--- src/core/cal_cfg_pkg.sv ---
// Package for the per-channel configuration and calibration register bank.
// Assumes a 16-bit register image carried in the low bits of a 32-bit Avalon-MM word.
package cal_cfg_pkg;

    localparam int unsigned REG_W = 16;

    // Printed offsets are not all multiples of four, so they are register indices.
    localparam logic [5:0] CHAN_A_CONFIG_IDX       = 6'h18;
    localparam logic [5:0] CHAN_A_OFFSET_UPPER_IDX = 6'h19;
    localparam logic [5:0] CHAN_A_OFFSET_LOWER_IDX = 6'h1A;
    localparam logic [5:0] CHAN_A_GAIN_UPPER_IDX   = 6'h1B;
    localparam logic [5:0] CHAN_A_GAIN_LOWER_IDX   = 6'h1C;
    localparam logic [5:0] CHAN_B_CONFIG_IDX       = 6'h1D;
    localparam logic [5:0] STATUS_IDX              = 6'h30;

    localparam logic [15:0] CONFIG_RESET       = 16'h0000;
    localparam logic [15:0] OFFSET_UPPER_RESET = 16'h0000;
    localparam logic [15:0] OFFSET_LOWER_RESET = 16'h0000;
    localparam logic [15:0] GAIN_UPPER_RESET   = 16'h8000;
    localparam logic [15:0] GAIN_LOWER_RESET   = 16'h0000;

    localparam int unsigned PHASE_LSB  = 6;
    localparam int unsigned PHASE_MSB  = 15;
    localparam int unsigned DC_OFF_BIT = 2;
    localparam int unsigned SEL_LSB    = 0;
    localparam int unsigned SEL_MSB    = 1;
    localparam int unsigned CAL_LOW_LSB = 8;

    // Writable bits of each register; the rest read as zero.
    localparam logic [15:0] CONFIG_MASK    = 16'hFFC7;
    localparam logic [15:0] FULL_MASK      = 16'hFFFF;
    localparam logic [15:0] CAL_LOWER_MASK = 16'hFF00;

    typedef enum logic [1:0] {
        SEL_OWN_PINS,
        SEL_SHORTED,
        SEL_POS_TEST,
        SEL_NEG_TEST
    } input_select_t;

    typedef struct packed {
        logic signed [9:0] phase_delay;
        logic              dc_removal_off;
        input_select_t     input_select;
    } chan_config_t;

    typedef struct packed {
        logic signed [23:0] offset;
        logic        [23:0] gain;
    } chan_cal_t;

endpackage

--- src/core/adc_channel_cal_cfg_regs.sv ---
// Configuration registers for two converter channels and calibration registers for the first channel.
// Assumes an Avalon-MM master on the same clock that holds each request until waitrequest is low.
// What this block does
// - The first channel keeps a signed 10-bit phase delay in configuration bits 15:6.
// - The second channel keeps its own phase delay of the same width, place and meaning.
// - Bit 2 of the first configuration word set to one bypasses that channel's DC removal.
// - With that bit at zero the channel follows the global 4-bit DC removal setting.
// - The second channel has its own independent DC removal bypass at bit 2.
// - Bits 1:0 pick own pins, shorted inputs, positive test or negative test signal.
// - The second channel input select uses the same code, own pins after reset.
// - Both configuration words reset to zero.
// - Offset bits 23:8 sit in the full upper offset register.
// - The assembled 24-bit offset is a signed two's complement value.
// - Offset bits 7:0 sit in lower register bits 15:8, whose low byte reads zero.
// - Gain bits 23:8 sit in the full upper gain register.
// - The 24-bit gain is unsigned with the top bit weighing one, below two.
// - Gain bits 7:0 sit in lower register bits 15:8, whose low byte reads zero.
// - The upper gain register resets to 8000h and the other calibration words to zero.
`timescale 1ns/100ps
`default_nettype none

module adc_channel_cal_cfg_regs #(
    parameter int unsigned ADDR_W = 8
) (
    input  wire logic                      clock,
    input  wire logic                      resetn,
    input  wire logic [ADDR_W-1:0]         address,
    input  wire logic                      read,
    input  wire logic                      write,
    input  wire logic [31:0]               writedata,
    input  wire logic [3:0]                byteenable,
    output logic      [31:0]               readdata,
    output logic      [1:0]                response,
    output logic                           waitrequest,
    input  wire logic [3:0]                global_dc_removal_setting,
    output logic                           chan_a_dc_removal_active,
    output logic                           chan_b_dc_removal_active,
    output cal_cfg_pkg::chan_config_t      chan_a_config,
    output cal_cfg_pkg::chan_config_t      chan_b_config,
    output cal_cfg_pkg::chan_cal_t         chan_a_cal
);

    logic [15:0] cfg_a_q;
    logic [15:0] cfg_a_d;
    logic [15:0] cfg_b_q;
    logic [15:0] cfg_b_d;
    logic [15:0] off_hi_q;
    logic [15:0] off_hi_d;
    logic [15:0] off_lo_q;
    logic [15:0] off_lo_d;
    logic [15:0] gain_hi_q;
    logic [15:0] gain_hi_d;
    logic [15:0] gain_lo_q;
    logic [15:0] gain_lo_d;
    logic        done_q;
    logic        done_d;
    logic [31:0] rdata_q;
    logic [31:0] rdata_d;
    logic [1:0]  resp_q;
    logic [1:0]  resp_d;
    logic [5:0]  index;
    logic        mapped;
    logic [15:0] lane_mask;

    function automatic logic [15:0] merge(input logic [15:0] old_val,
                                          input logic [15:0] new_val,
                                          input logic [15:0] bit_mask);
        merge = (old_val & ~bit_mask) | (new_val & bit_mask);
    endfunction

    function automatic cal_cfg_pkg::chan_config_t unpack_cfg(input logic [15:0] word);
        unpack_cfg.phase_delay    = $signed(word[cal_cfg_pkg::PHASE_MSB:cal_cfg_pkg::PHASE_LSB]);
        unpack_cfg.dc_removal_off = word[cal_cfg_pkg::DC_OFF_BIT];
        unpack_cfg.input_select   =
            cal_cfg_pkg::input_select_t'(word[cal_cfg_pkg::SEL_MSB:cal_cfg_pkg::SEL_LSB]);
    endfunction

    // Register index is the word address; byte address bits 1:0 are ignored.
    assign index = address[7:2];
    assign lane_mask = {{8{byteenable[1]}}, {8{byteenable[0]}}};

    always_comb
    begin
        unique case (index)
            cal_cfg_pkg::CHAN_A_CONFIG_IDX,
            cal_cfg_pkg::CHAN_A_OFFSET_UPPER_IDX,
            cal_cfg_pkg::CHAN_A_OFFSET_LOWER_IDX,
            cal_cfg_pkg::CHAN_A_GAIN_UPPER_IDX,
            cal_cfg_pkg::CHAN_A_GAIN_LOWER_IDX,
            cal_cfg_pkg::CHAN_B_CONFIG_IDX,
            cal_cfg_pkg::STATUS_IDX: mapped = 1'b1;
            default:                 mapped = 1'b0;
        endcase
    end

    // Each access is answered one cycle after it is presented.
    always_comb
    begin
        done_d = (read | write) & ~done_q;
        resp_d = resp_q;
        rdata_d = rdata_q;
        if ((read | write) & ~done_q)
        begin
            resp_d = mapped ? 2'h0 : 2'h2;
            rdata_d = 32'h0000_0000;
        end
        if (read & ~done_q)
        begin
            unique case (index)
                cal_cfg_pkg::CHAN_A_CONFIG_IDX:       rdata_d[15:0] = cfg_a_q;
                cal_cfg_pkg::CHAN_A_OFFSET_UPPER_IDX: rdata_d[15:0] = off_hi_q;
                cal_cfg_pkg::CHAN_A_OFFSET_LOWER_IDX: rdata_d[15:0] = off_lo_q;
                cal_cfg_pkg::CHAN_A_GAIN_UPPER_IDX:   rdata_d[15:0] = gain_hi_q;
                cal_cfg_pkg::CHAN_A_GAIN_LOWER_IDX:   rdata_d[15:0] = gain_lo_q;
                cal_cfg_pkg::CHAN_B_CONFIG_IDX:       rdata_d[15:0] = cfg_b_q;
                cal_cfg_pkg::STATUS_IDX:
                    rdata_d[1:0] = {chan_b_dc_removal_active, chan_a_dc_removal_active};
                default:                              rdata_d[15:0] = 16'h0000;
            endcase
        end
    end

    always_comb
    begin
        cfg_a_d = cfg_a_q;
        cfg_b_d = cfg_b_q;
        off_hi_d = off_hi_q;
        off_lo_d = off_lo_q;
        gain_hi_d = gain_hi_q;
        gain_lo_d = gain_lo_q;
        if (write & ~done_q)
        begin
            unique case (index)
                cal_cfg_pkg::CHAN_A_CONFIG_IDX:
                    cfg_a_d = merge(cfg_a_q, writedata[15:0],
                                    lane_mask & cal_cfg_pkg::CONFIG_MASK);
                cal_cfg_pkg::CHAN_B_CONFIG_IDX:
                    cfg_b_d = merge(cfg_b_q, writedata[15:0],
                                    lane_mask & cal_cfg_pkg::CONFIG_MASK);
                cal_cfg_pkg::CHAN_A_OFFSET_UPPER_IDX:
                    off_hi_d = merge(off_hi_q, writedata[15:0],
                                     lane_mask & cal_cfg_pkg::FULL_MASK);
                cal_cfg_pkg::CHAN_A_OFFSET_LOWER_IDX:
                    off_lo_d = merge(off_lo_q, writedata[15:0],
                                     lane_mask & cal_cfg_pkg::CAL_LOWER_MASK);
                cal_cfg_pkg::CHAN_A_GAIN_UPPER_IDX:
                    gain_hi_d = merge(gain_hi_q, writedata[15:0],
                                      lane_mask & cal_cfg_pkg::FULL_MASK);
                cal_cfg_pkg::CHAN_A_GAIN_LOWER_IDX:
                    gain_lo_d = merge(gain_lo_q, writedata[15:0],
                                      lane_mask & cal_cfg_pkg::CAL_LOWER_MASK);
                default:
                begin
                end
            endcase
        end
    end

    always_ff @(posedge clock or negedge resetn)
    begin
        if (!resetn)
        begin
            cfg_a_q   <= cal_cfg_pkg::CONFIG_RESET;
            cfg_b_q   <= cal_cfg_pkg::CONFIG_RESET;
            off_hi_q  <= cal_cfg_pkg::OFFSET_UPPER_RESET;
            off_lo_q  <= cal_cfg_pkg::OFFSET_LOWER_RESET;
            gain_hi_q <= cal_cfg_pkg::GAIN_UPPER_RESET;
            gain_lo_q <= cal_cfg_pkg::GAIN_LOWER_RESET;
            done_q    <= 1'b0;
            rdata_q   <= 32'h0000_0000;
            resp_q    <= 2'h0;
        end
        else
        begin
            cfg_a_q   <= cfg_a_d;
            cfg_b_q   <= cfg_b_d;
            off_hi_q  <= off_hi_d;
            off_lo_q  <= off_lo_d;
            gain_hi_q <= gain_hi_d;
            gain_lo_q <= gain_lo_d;
            done_q    <= done_d;
            rdata_q   <= rdata_d;
            resp_q    <= resp_d;
        end
    end

    assign waitrequest = (read | write) & ~done_q;
    assign readdata = rdata_q;
    assign response = resp_q;

    assign chan_a_config = unpack_cfg(cfg_a_q);
    assign chan_b_config = unpack_cfg(cfg_b_q);
    // The channel follows the global setting unless its own bypass bit is set.
    assign chan_a_dc_removal_active = ~cfg_a_q[cal_cfg_pkg::DC_OFF_BIT] &
                                      (|global_dc_removal_setting);
    assign chan_b_dc_removal_active = ~cfg_b_q[cal_cfg_pkg::DC_OFF_BIT] &
                                      (|global_dc_removal_setting);
    assign chan_a_cal.offset = $signed({off_hi_q, off_lo_q[15:cal_cfg_pkg::CAL_LOW_LSB]});
    // Gain word 800000h is unity; the range runs up to just under two.
    assign chan_a_cal.gain = {gain_hi_q, gain_lo_q[15:cal_cfg_pkg::CAL_LOW_LSB]};

    // Reset values, reserved bits and register updates are checked here.
    cfg_reset_zero_a: assert property (
        @(posedge clock)
        $rose(resetn)
        |-> cfg_a_q == 16'h0000 && cfg_b_q == 16'h0000)
        else $error("config words not zero after reset");

    gain_unity_reset_a: assert property (
        @(posedge clock)
        $rose(resetn)
        |-> chan_a_cal.gain == 24'h800000 && chan_a_cal.offset == 24'h000000)
        else $error("calibration reset value wrong");

    cfg_reserved_zero_a: assert property (
        @(posedge clock) disable iff (!resetn)
        cfg_a_q[5:3] == 3'h0
        && cfg_b_q[5:3] == 3'h0)
        else $error("config reserved bits set");

    cal_low_zero_a: assert property (
        @(posedge clock) disable iff (!resetn)
        off_lo_q[7:0] == 8'h00
        && gain_lo_q[7:0] == 8'h00)
        else $error("calibration low byte set");

    phase_a_write_a: assert property (
        @(posedge clock) disable iff (!resetn)
        write && !done_q && index == cal_cfg_pkg::CHAN_A_CONFIG_IDX && byteenable == 4'hF
        |=> chan_a_config.phase_delay == $past(writedata[15:6]))
        else $error("channel a phase not written");

    phase_b_write_a: assert property (
        @(posedge clock) disable iff (!resetn)
        write && !done_q && index == cal_cfg_pkg::CHAN_B_CONFIG_IDX && byteenable == 4'hF
        |=> chan_b_config.phase_delay == $past(writedata[15:6]) && $stable(cfg_a_q))
        else $error("channel b phase not independent");

    sel_a_write_a: assert property (
        @(posedge clock) disable iff (!resetn)
        write && !done_q && index == cal_cfg_pkg::CHAN_A_CONFIG_IDX && byteenable[0]
        |=> chan_a_config.input_select == $past(writedata[1:0]))
        else $error("channel a select not written");

    sel_b_write_a: assert property (
        @(posedge clock) disable iff (!resetn)
        write && !done_q && index == cal_cfg_pkg::CHAN_B_CONFIG_IDX && byteenable[0]
        |=> chan_b_config.input_select == $past(writedata[1:0]))
        else $error("channel b select not written");

    dc_bypass_a: assert property (
        @(posedge clock) disable iff (!resetn)
        cfg_a_q[2]
        |-> !chan_a_dc_removal_active)
        else $error("channel a dc removal not bypassed");

    dc_follow_a: assert property (
        @(posedge clock) disable iff (!resetn)
        !cfg_b_q[2]
        |-> chan_b_dc_removal_active == (global_dc_removal_setting != 4'h0))
        else $error("channel b dc removal not following global");

    offset_hi_write_a: assert property (
        @(posedge clock) disable iff (!resetn)
        write && !done_q && index == cal_cfg_pkg::CHAN_A_OFFSET_UPPER_IDX && byteenable == 4'hF
        |=> chan_a_cal.offset[23:8] == $past(writedata[15:0]))
        else $error("offset upper not written");

    gain_lo_write_a: assert property (
        @(posedge clock) disable iff (!resetn)
        write && !done_q && index == cal_cfg_pkg::CHAN_A_GAIN_LOWER_IDX && byteenable == 4'hF
        |=> chan_a_cal.gain[7:0] == $past(writedata[15:8])
            && chan_a_cal.gain[23:8] == $past(chan_a_cal.gain[23:8]))
        else $error("gain lower not written");

    bus_answer_a: assert property (
        @(posedge clock) disable iff (!resetn)
        (read || write) && !done_q
        |=> !waitrequest ##1 !done_q)
        else $error("bus answer not in one cycle");

    dc_bypass_b_a: assert property (
        @(posedge clock) disable iff (!resetn)
        cfg_b_q[2]
        |-> !chan_b_dc_removal_active)
        else $error("channel b dc removal not bypassed");

    dc_follow_chan_a_a: assert property (
        @(posedge clock) disable iff (!resetn)
        !cfg_a_q[2]
        |-> chan_a_dc_removal_active == (global_dc_removal_setting != 4'h0))
        else $error("channel a dc removal not following global");

    dc_off_write_a: assert property (
        @(posedge clock) disable iff (!resetn)
        write && !done_q && index == cal_cfg_pkg::CHAN_A_CONFIG_IDX && byteenable[0]
        |=> chan_a_config.dc_removal_off == $past(writedata[2]))
        else $error("channel a bypass bit not written");

    offset_lo_write_a: assert property (
        @(posedge clock) disable iff (!resetn)
        write && !done_q && index == cal_cfg_pkg::CHAN_A_OFFSET_LOWER_IDX && byteenable == 4'hF
        |=> chan_a_cal.offset[7:0] == $past(writedata[15:8]))
        else $error("offset lower not written");

    gain_hi_write_a: assert property (
        @(posedge clock) disable iff (!resetn)
        write && !done_q && index == cal_cfg_pkg::CHAN_A_GAIN_UPPER_IDX && byteenable == 4'hF
        |=> chan_a_cal.gain[23:8] == $past(writedata[15:0]))
        else $error("gain upper not written");

    offset_sign_a: assert property (
        @(posedge clock) disable iff (!resetn)
        1'b1
        |-> chan_a_cal.offset[23] == off_hi_q[15])
        else $error("offset sign not from upper register");

    lane_off_a: assert property (
        @(posedge clock) disable iff (!resetn)
        write && !done_q && index == cal_cfg_pkg::CHAN_A_CONFIG_IDX && byteenable[1:0] == 2'h0
        |=> $stable(cfg_a_q))
        else $error("disabled lanes written");

    unmapped_resp_a: assert property (
        @(posedge clock) disable iff (!resetn)
        (read || write) && !done_q && !mapped
        |=> response == 2'h2 && readdata == 32'h0000_0000)
        else $error("unmapped access not refused");

    unmapped_write_a: assert property (
        @(posedge clock) disable iff (!resetn)
        write && !done_q && !mapped
        |=> $stable(cfg_a_q) && $stable(cfg_b_q) && $stable(off_hi_q) && $stable(gain_hi_q))
        else $error("unmapped write changed a register");

    read_upper_zero_a: assert property (
        @(posedge clock) disable iff (!resetn)
        (read || write) && !done_q
        |=> readdata[31:16] == 16'h0000)
        else $error("read data upper half not zero");

    read_gain_a: assert property (
        @(posedge clock) disable iff (!resetn)
        read && !done_q && index == cal_cfg_pkg::CHAN_A_GAIN_UPPER_IDX
        |=> readdata[15:0] == $past(gain_hi_q))
        else $error("gain upper read wrong");

    unmapped_lo_write_a: assert property (
        @(posedge clock) disable iff (!resetn)
        write && !done_q && !mapped
        |=> $stable(off_lo_q) && $stable(gain_lo_q))
        else $error("unmapped write changed a lower register");

    // Main scenarios that the bench is expected to reach.
    write_cfg_c: cover property (@(posedge clock) disable iff (!resetn)
        write && !waitrequest && index == cal_cfg_pkg::CHAN_A_CONFIG_IDX);

    read_gain_c: cover property (@(posedge clock) disable iff (!resetn)
        read && !waitrequest && index == cal_cfg_pkg::CHAN_A_GAIN_UPPER_IDX);

    bypass_c: cover property (@(posedge clock) disable iff (!resetn) cfg_b_q[2]);

    unmapped_c: cover property (@(posedge clock) disable iff (!resetn)
        !waitrequest && response == 2'h2);

    status_read_c: cover property (@(posedge clock) disable iff (!resetn)
        read && !waitrequest && index == cal_cfg_pkg::STATUS_IDX);

endmodule

`default_nettype wire

--- config.mk ---
export PLATFORM = sky130hd
export DESIGN_NAME = adc_channel_cal_cfg_regs
export DESIGN_NICKNAME = d
export VERILOG_FILES = /design/src/core/cal_cfg_pkg.sv /design/src/core/adc_channel_cal_cfg_regs.sv
export SDC_FILE = /design/constraint.sdc
export NUM_CORES = 1
export LEC_CHECK = 0
export BUFFER_PORTS_ARGS = -buffer_cell sky130_fd_sc_hd__buf_2
export CAP_MARGIN = 20
export CORE_MARGIN = 2
export CORE_UTILIZATION = 30
export DETAILED_ROUTE_END_ITERATION = 6
export GPL_TIMING_DRIVEN = 0
export PLACE_DENSITY = 0.56
export SETUP_SLACK_MARGIN = 0.02
export SYNTH_ARGS = -nofsm -noshare
export SYNTH_HDL_FRONTEND = slang
export SYNTH_SLANG_ARGS = --single-unit
--- constraint.sdc ---
create_clock -name clock -period 2.1 [get_ports clock]
set_clock_uncertainty 0.1 [all_clocks]
set_input_delay 0.315 -clock clock [delete_from_list [all_inputs] [get_ports clock]]
set_output_delay 0.315 -clock clock [all_outputs]
set_load 0.1 [all_outputs]
==> results of run 1 <==
stage by stage:
stage / instances / hold slack, ns / instance area (sq um) / util / TNS [ns]
2_1_floorplan: 371 / -0.0806 / 4530 / - / 0
3_3_place_gp: 678 / 0.357 / 5370 / 0.370 / -37.37
3_5_place_dp: 679 / 0.224 / 5400 / 0.372 / -10.48
4_1_cts: 696 / 0.106 / 5770 / 0.397 / 0
5_1_grt: 697 / 0.113 / 5820 / 0.400 / 0
6_report: 697 / 0.120 / 5820 / 0.400 / 0
final cells by class:
cell class                      count  area (sq um)
Fill cell                        1462          8720
Sequential cell                    92          2300
Multi-Input combinational cell    242          2030
Timing Repair Buffer              126           691
Clock buffer                       13           280
Buffer                             34           251
Tap cell                          184           230
Clock inverter                      3          18.8
Inverter                            3          11.3
cell usage after synthesis, types with 4 or more instances:
cell,instances,area share
dfrtp_1,91,0.51
a2111oi_0,7,0.014
mux2i_1,18,0.040
clkbuf_1,7,0.0059
nand2_1,20,0.017
and3_1,15,0.021
mux2_4,8,0.027
mux2_2,66,0.17
buf_2,4,0.0045
nor4_1,5,0.0070
a22oi_1,5,0.0084
buf_4,17,0.029
buf_6,4,0.010
nor3_1,11,0.012
nor2_1,9,0.0076
o21ai_0,12,0.013
path summary, 6_finish.rpt:
kind | endpoint | cells after the start
worst min register to register | response[1] | 1
worst max register to register | flip-flop | 4
worst min-delay path | flip-flop | 2
max in group asynchronous | asynchronous set/reset pin | 3
min in group asynchronous | asynchronous set/reset pin | 2
worst max-delay path | waitrequest | 5
cell families after synthesis:
family                     Yosys count  share of synthesized area
AOI/OAI and AO/OA                   39                     0.0632
adders and majority gates            1                    0.00225
buffers and inverters               37                     0.0540
DFF                                 92                      0.517
muxes                               92                      0.234
other                                1                   0.000842
and+or+nand+nor                     93                      0.128
layout by cell type, fill, tap and decap left out, types with 3 or more instances in the layout:
cell type,netlist,layout
a2111oi_0,7,6
a22oi_1,5,5
a2bb2oi_1,3,3
and3_1,15,15
buf_2,4,125
buf_4,17,18
buf_6,4,4
clkbuf_1,7,4
clkbuf_16,0,9
clkbuf_2,2,3
clkbuf_8,0,5
conb_1,1,17
dfrtp_1,91,91
mux2_2,66,66
mux2_4,8,8
mux2i_1,18,18
nand2_1,20,19
nand3_1,3,3
nor2_1,9,5
nor2_4,3,7
nor3_1,11,11
nor4_1,5,4
o21ai_0,12,12
power by group:
part | switching, uW | total (uW) | internal, uW | leakage, uW
sequential | 73.8 | 1940 | 1860 | 0.00126
clock | 681 | 1610 | 930 | 0.000152
combinational | 1080 | 1330 | 246 | 0.00165
total | 1830 | 4880 | 3040 | 0.00307
routing by layer:
| layer | wire [um] | global-route usage |
|---|---|---|
| met5 | 0 | 0 |
| met4 | 203 | 0.0640 |
| met3 | 1020 | 0.0493 |
| met2 | 6240 | 0.264 |
| met1 | 6260 | 0.237 |
repair_timing:
| action | 4_1_cts | 5_1_grt |
|---|---|---|
| endpoints found under the setup margin | 19 | 46 |
| hold endpoints to repair | 36 | 0 |
| gates resized for setup | 15 | 10 |
| pin swaps | 0 | 2 |
| setup buffers | 0 | 1 |
| hold buffers | 1 | 0 |
==> run metrics, run 1 <==
status completed; P_leak 0.00307 uW; Reg clk slew, reported paths roughly 0.06 ns; crit path kind reg2out; setup violators final 0; Area Overhead vs Synth 30.6%; Core Region around 15,000 sq um; ys async rst share 1.00; initial antenna violation count 0; Initial DRC Count roughly 190; Worst setup EP type output pin; fin crit share 0.953; row count between 40 and 50; Least-Margin Pin Slew roughly 0.7 ns; cell-by-cell trace of the critical path o21bai_2 -> buf_8 -> clkbuf_8 -> inv_2 -> buf_12; Post-Syn Area approximately 4500 sq um; sequential share of the synthesized area 0.517; hpwl dp just under 10 mm; Worst VDD drop about 300 uV; number of CTS-inserted buffers 9; unrepaired setup endpoints after global routing no; first-pass GRT wire length between 20 and 25 mm; Syn Area/Cell around 13 sq um; TritonRoute pass-1 iters 7; share of cells above drive strength 1 0.522; worst skew pair latency between 0.3 and 0.4 ns; DR DRC count 0; DR vias/cell roughly 5; WP data arrival approximately 1.6 ns; GPL Wtd Cong 0.823; Avg WL per Cell approximately 20 um; routed wire length about 14 mm; Initial Utilization 0.306; slowest stage cell, crit path dfrtp_1; routed vias 3,454; DIE AREA 15,800 sq um; largest net degree at the start of global routing 57; Buffers & Inverters on Critical Path 4; Root Driver clkbuf_16; clock tree buffer depth 2; Slew Limit Fails 0; crit path launch type flip-flop; required time of the critical path 1.68 ns; GRT Resource Usage Total 0.174; worst min-delay path class in2reg; vias in the first global route around 3,400; NumNets Final 560; Routed Antenna Nets 0; cell count after synthesis about 360; r2r startpoint done_q; # H-tree levels 3; Critical Path Start done_q; #FFs+latches synth 92; min-delay src writedata[4]; Yosys cell types 52; commonest register cell after synthesis dfrtp_1; Post-synth EDFFs 0; reg2reg setup slack 0.15 ns; Fin. Hold Viols 0; IO Pins ~160; Rel. slew slack 0.532; ANT cells 0; total global routing overflow 0; die width around 130 um; Final WS setup between 0.09 and 0.1 ns; Pwr per Cell Area between 800 and 900 nW/um^2; CP Max Fanout 10; CTS sink count 92; # port buffers between 100 and 150; Post-Place Worst Slack -0.504 ns; crit path time final ~2 ns; total chip power between 4000 and 5000 uW; CP peak stage delay approximately 0.39 ns; CP delay by family, top buffers and inverters; max cap viols 0; Syn. warnings 0; Die Ht approximately 130 um; Max Fclk 500 MHz; CTS tree yes
(Power assumes the default switching activity.)
==> run 2: changes to the inputs <==
==> constraint.sdc (replaced) <==
create_clock -name clock -period 2.25 [get_ports clock]
set_clock_uncertainty 0.1 [all_clocks]
set_input_delay 0.3375 -clock clock [delete_from_list [all_inputs] [get_ports clock]]
set_output_delay 0.3375 -clock clock [all_outputs]
set_load 0.1 [all_outputs]
==> run metrics, run 2 (synthesis gave the netlist of run 1 again) <==
max cap viols 0 (unchanged); min-delay src writedata[3]; initial antenna violation count 0 (unchanged); Post-Place Worst Slack -0.465 ns (+0.0394 ns); hpwl dp 9.90 mm (+1.7%); routed wire length 13.7 mm (+0.12%); DIE AREA 15,800 sq um (unchanged); Worst VDD drop 328 uV (+8.3%); Avg WL per Cell 19.7 um (+0.12%); # H-tree levels 3 (unchanged); r2r startpoint done_q; Worst setup EP type flip-flop; P_leak 0.00304 uW (-0.92%); Area Overhead vs Synth 29.4%; most common cell after layout, fill and taps aside buf_2; number of CTS-inserted buffers 9 (unchanged); CTS sink count 92 (unchanged); Slew Limit Fails 0 (unchanged); Pwr per Cell Area 816 nW/um^2 (-2.7%); crit path kind in2reg; Routed Antenna Nets 0 (unchanged); Final WS setup 0.0715 ns (-0.0282 ns); first-pass GRT wire length 20.8 mm (+1.3%); Fin Setup TNS 0 ns (unchanged); DR vias/cell 4.91 (-0.93%); vias in the first global route 3,504 (+3.5%); # port buffers 123 (unchanged); Reg2Reg Depth 4 (unchanged); NumNets Final 559 (-0.18%); Root Driver clkbuf_16; Reg clk slew, reported paths 0.06 ns (about the same); Initial DRC Count 157 (-16%); CP Max Fanout 10 (unchanged); setup violators final 0 (unchanged); die width 126 um (unchanged); status completed; fin crit share 0.968; WP data arrival 2.28 ns (+0.69 ns); CTS tree yes; GRT Resource Usage Total 0.175 (+0.00130); crit path launch type primary input; Least-Margin Pin Slew 0.839 ns (+0.142 ns); total chip power 4700 uW (-3.6%); hold depth 2 (unchanged); DR DRC count 0 (unchanged); most frequent cells in the layout 125 x buf_2, 91 x dfrtp_1, 66 x mux2_2; required time of the critical path 2.35 ns (+0.67 ns); GPL Wtd Cong 0.843 (+2.5%); row count 44 (unchanged); Die Ht 126 um (unchanged); hold_ws 0.139 ns (+0.0190 ns); Rel. slew slack 0.426 (-0.105); Fin. Hold Viols 0 (unchanged); worst min-delay path class in2reg; Core Region 14,500 sq um (unchanged); IO Pins 163 (unchanged); clock tree buffer depth 2 (unchanged); Finished Core Util 0.396 (-0.00387); crit path time final 2.18 ns; Initial Utilization 0.306 (unchanged); worst skew pair latency 0.36 ns (about the same); largest net degree at the start of global routing 56 (-1.8%); filler cell count 1,461 (-0.068%); share of cells above drive strength 1 0.508 (-0.0146); total global routing overflow 0 (unchanged); routed vias 3,422 (-0.93%); unrepaired setup endpoints after global routing no; Max Fclk between 400 and 500 MHz; TritonRoute pass-1 iters 4 (-3); setup repair bufs after CTS 0 (unchanged); reg2reg setup slack 0.12 ns (-0.03 ns)
run 2: cell types whose count changed in the layout (fill, tap and decap cells not counted), sizes merged:
cell      change
clkinvlp      +1
bufinv        +2
clkinv        -1
diode         +1
clkbuf        -3
inv           +1
buf           -1
run 2: final cells by class:
cell class	instances	area (sq um)	share of cell area
Buffer	34	236	0.0411
Tap cell	184	230	0.0400
Antenna cell	1	2.50	0.000434
Inverter	3	11.3	0.00196
Multi-Input combinational cell	242	1980	0.344
Timing Repair Buffer	125	671	0.116
Clock buffer	10	239	0.0415
Clock inverter	6	86.3	0.0150
Sequential cell	92	2300	0.400
run 2: through the flow:
step / cells / area [sq um]
after floorplan: 371 / 4520
after global placement: 678 / 5360
after detailed placement: 679 / 5390
after CTS: 696 / 5760
after global routing: 696 / 5760
final: 697 / 5760
run 2: metal layers:
layer	global-route usage	up-vias	routed length (um)
met5	0	-	0
met4	0.0601	0	201
met3	0.0540	12	1100
met2	0.271	129	6440
met1	0.235	1710	6010
li1	-	1571	-
run 2: repair_timing:
action | 4_1_cts | 5_1_grt
hold buffers | 1 | 0
gates resized for setup | 10 | 1
setup endpoints to repair | 9 | 1
hold endpoints to repair | 37 | 0
pin swaps | 0 | 0
run 2: report_power, final:
| group | internal [uW] | total (uW) | switching, uW |
|---|---|---|---|
| logic | 221 | 1220 | 1000 |
| registers | 1740 | 1810 | 67.8 |
| clock network | 1000 | 1670 | 663 |
run 2: how the worst max path moves through the flow:
| stage | from | to | slack, ns | depth (start not counted) |
|---|---|---|---|---|
| after floorplan | flip-flop | chan_a_dc_removal_active | 0.09 | 1 |
| after global placement | read | waitrequest | -0.46 | 6 |
| after detailed placement | read | waitrequest | -0.46 | 6 |
| after CTS | done_q | waitrequest | 0.06 | 5 |
| after global routing | done_q | waitrequest | 0.03 | 5 |
| final | address[2] | readdata[11] | 0.07 | 7 |
run 2: critical path, cell delays in order:
cell and delay [ns]:
buf_2 0.09, buf_2 0.24, buf_2 0.40, mux2i_1 0.30, nor3_1 0.07, a2111oi_0 0.68, o21ai_0 0.15
==> run 3: changes to the inputs <==
==> constraint.sdc (replaced) <==
create_clock -name clock -period 2.3 [get_ports clock]
set_clock_uncertainty 0.1 [all_clocks]
set_input_delay 0.345 -clock clock [delete_from_list [all_inputs] [get_ports clock]]
set_output_delay 0.345 -clock clock [all_outputs]
set_load 0.1 [all_outputs]
==> run metrics, run 3 (synthesis gave the netlist of run 1 again) <==
status completed; placed cell count 679 (unchanged); crit path launch type flip-flop; Initial Utilization 0.306 (unchanged); first-pass GRT wire length 20.9 mm (about the same); TritonRoute pass-1 iters 5 (+1); crit path kind reg2out; total global routing overflow 0 (unchanged); Core Region 14,500 sq um (unchanged); Worst VDD drop 320 uV (-2.2%); Die Ht 126 um (unchanged); hpwl dp 9.90 mm (unchanged); Fin Setup TNS 0 ns (unchanged); GPL Wtd Cong 0.843 (unchanged); GRT Resource Usage Total 0.175 (about the same); Pwr per Cell Area 798 nW/um^2 (-2.2%); IO Pins 163 (unchanged); Least-Margin Pin Slew 0.839 ns (-0.000000775 ns); # H-tree levels 3 (unchanged); Slew Limit Fails 0 (unchanged); WP data arrival 1.75 ns (-0.53 ns); post-route cell area 5760 sq um (unchanged); worst skew pair latency 0.36 ns (about the same); vias in the first global route 3,504 (unchanged); initial antenna violation count 0 (unchanged); crit path time final ~2.2 ns; DIE AREA 15,800 sq um (unchanged); Initial DRC Count 157 (unchanged); Root Driver clkbuf_16; share of cells above drive strength 1 0.506 (-0.00195); Reg clk slew, reported paths 0.06 ns (about the same); setup violators final 0 (unchanged); DR DRC count 0 (unchanged); CTS sink count 92 (unchanged); filler cell count 1,461 (unchanged); P_leak 0.00304 uW (about the same); clock tree buffer depth 2 (unchanged); routed vias 3,416 (-0.18%); Area Overhead vs Synth 29.4% (unchanged); Avg WL per Cell 19.7 um (about the same); most frequent cells in the layout 125 x buf_2, 91 x dfrtp_1, 66 x mux2_2; final cell count without fillers 697 (unchanged); CP Max Fanout 10 (unchanged); max cap viols 0 (unchanged); NumNets Final 559 (unchanged); Rel. slew slack 0.426 (unchanged); die width 126 um (unchanged); area of placed instances 5390 sq um (unchanged); hold_ws 0.146 ns (+0.00750 ns); worst min-delay path class in2reg; DR vias/cell 4.90 (-0.18%); Max Fclk about 460 MHz; largest net degree at the start of global routing 56 (unchanged); routed wire length 13.7 mm (about the same); Worst setup EP type output pin; Fin. Hold Viols 0 (unchanged); row count 44 (unchanged); setup repair bufs after CTS 0 (unchanged); Routed Antenna Nets 0 (unchanged); number of CTS-inserted buffers 9 (unchanged); required time of the critical path 1.86 ns (-0.49 ns); CTS tree yes; fin crit share 0.955; most common cell after layout, fill and taps aside buf_2; # port buffers 123 (unchanged); unrepaired setup endpoints after global routing no
run 3: cell counts in the layout (fill, tap and decap cells not counted):
No cell type changed its count.
run 3: per-layer routing:
layer / up-vias / global-route usage / part of all wire
met5: - / 0 / 0
met4: 0 / 0.0601 / 0.015
met3: 12 / 0.0540 / 0.079
met2: 126 / 0.271 / 0.47
met1: 1708 / 0.235 / 0.44
li1: 1570 / - / -
run 3: final timing paths:
path,from,endpoint,slack (ns),depth (start not counted)
setup / recovery,done_q,waitrequest,0.10,5
hold / removal,writedata[3],flip-flop,0.15,2
setup reg to reg,done_q,flip-flop,0.17,4
hold reg to reg,readdata[15],readdata[15],0.38,2
max in group asynchronous,resetn,asynchronous set/reset pin,0.98,3
min in group asynchronous,resetn,asynchronous set/reset pin,0.41,2
run 3: what timing repair did:
item,in CTS,in global routing
cloned,0,0
endpoints found under the hold margin,37,0
endpoints found under the setup margin,1,9
resized for setup,6,4
hold buffers,1,0
run 3: stage by stage:
stage | power [uW] | setup WS (ns) | util
2_1_floorplan | 2730 | 0.136 | -
3_3_place_gp | 2970 | -0.427 | 0.369
3_5_place_dp | 2990 | -0.430 | 0.371
4_1_cts | 4650 | 0.0362 | 0.395
5_1_grt | 4760 | 0.0205 | 0.396
6_report | 4600 | 0.103 | 0.396
run 3: cell type report:
cell class / instances / area [sq um] / share of cell area
sequential: 92 / 2300 / 0.400
multi-input combinational: 242 / 1980 / 0.344
timing repair buffer: 125 / 671 / 0.116
clock buffer: 10 / 239 / 0.0415
buffer: 34 / 236 / 0.0411
tap: 184 / 230 / 0.0400
clock inverter: 6 / 86.3 / 0.0150
inverter: 3 / 11.3 / 0.00196
antenna: 1 / 2.50 / 0.000434
run 3: power by group:
group / internal, uW / switching [uW]
logic: 216 / 980
registers: 1700 / 66.3
clock network: 982 / 649
total: 2900 / 1700
run 3: worst max-delay path: stages, from the launching register on:
cell and delay, ns:
dfrtp_1 0.39, o21bai_1 0.22, buf_4 0.22, clkbuf_4 0.22
inv_1 0.16, buf_12 0.19
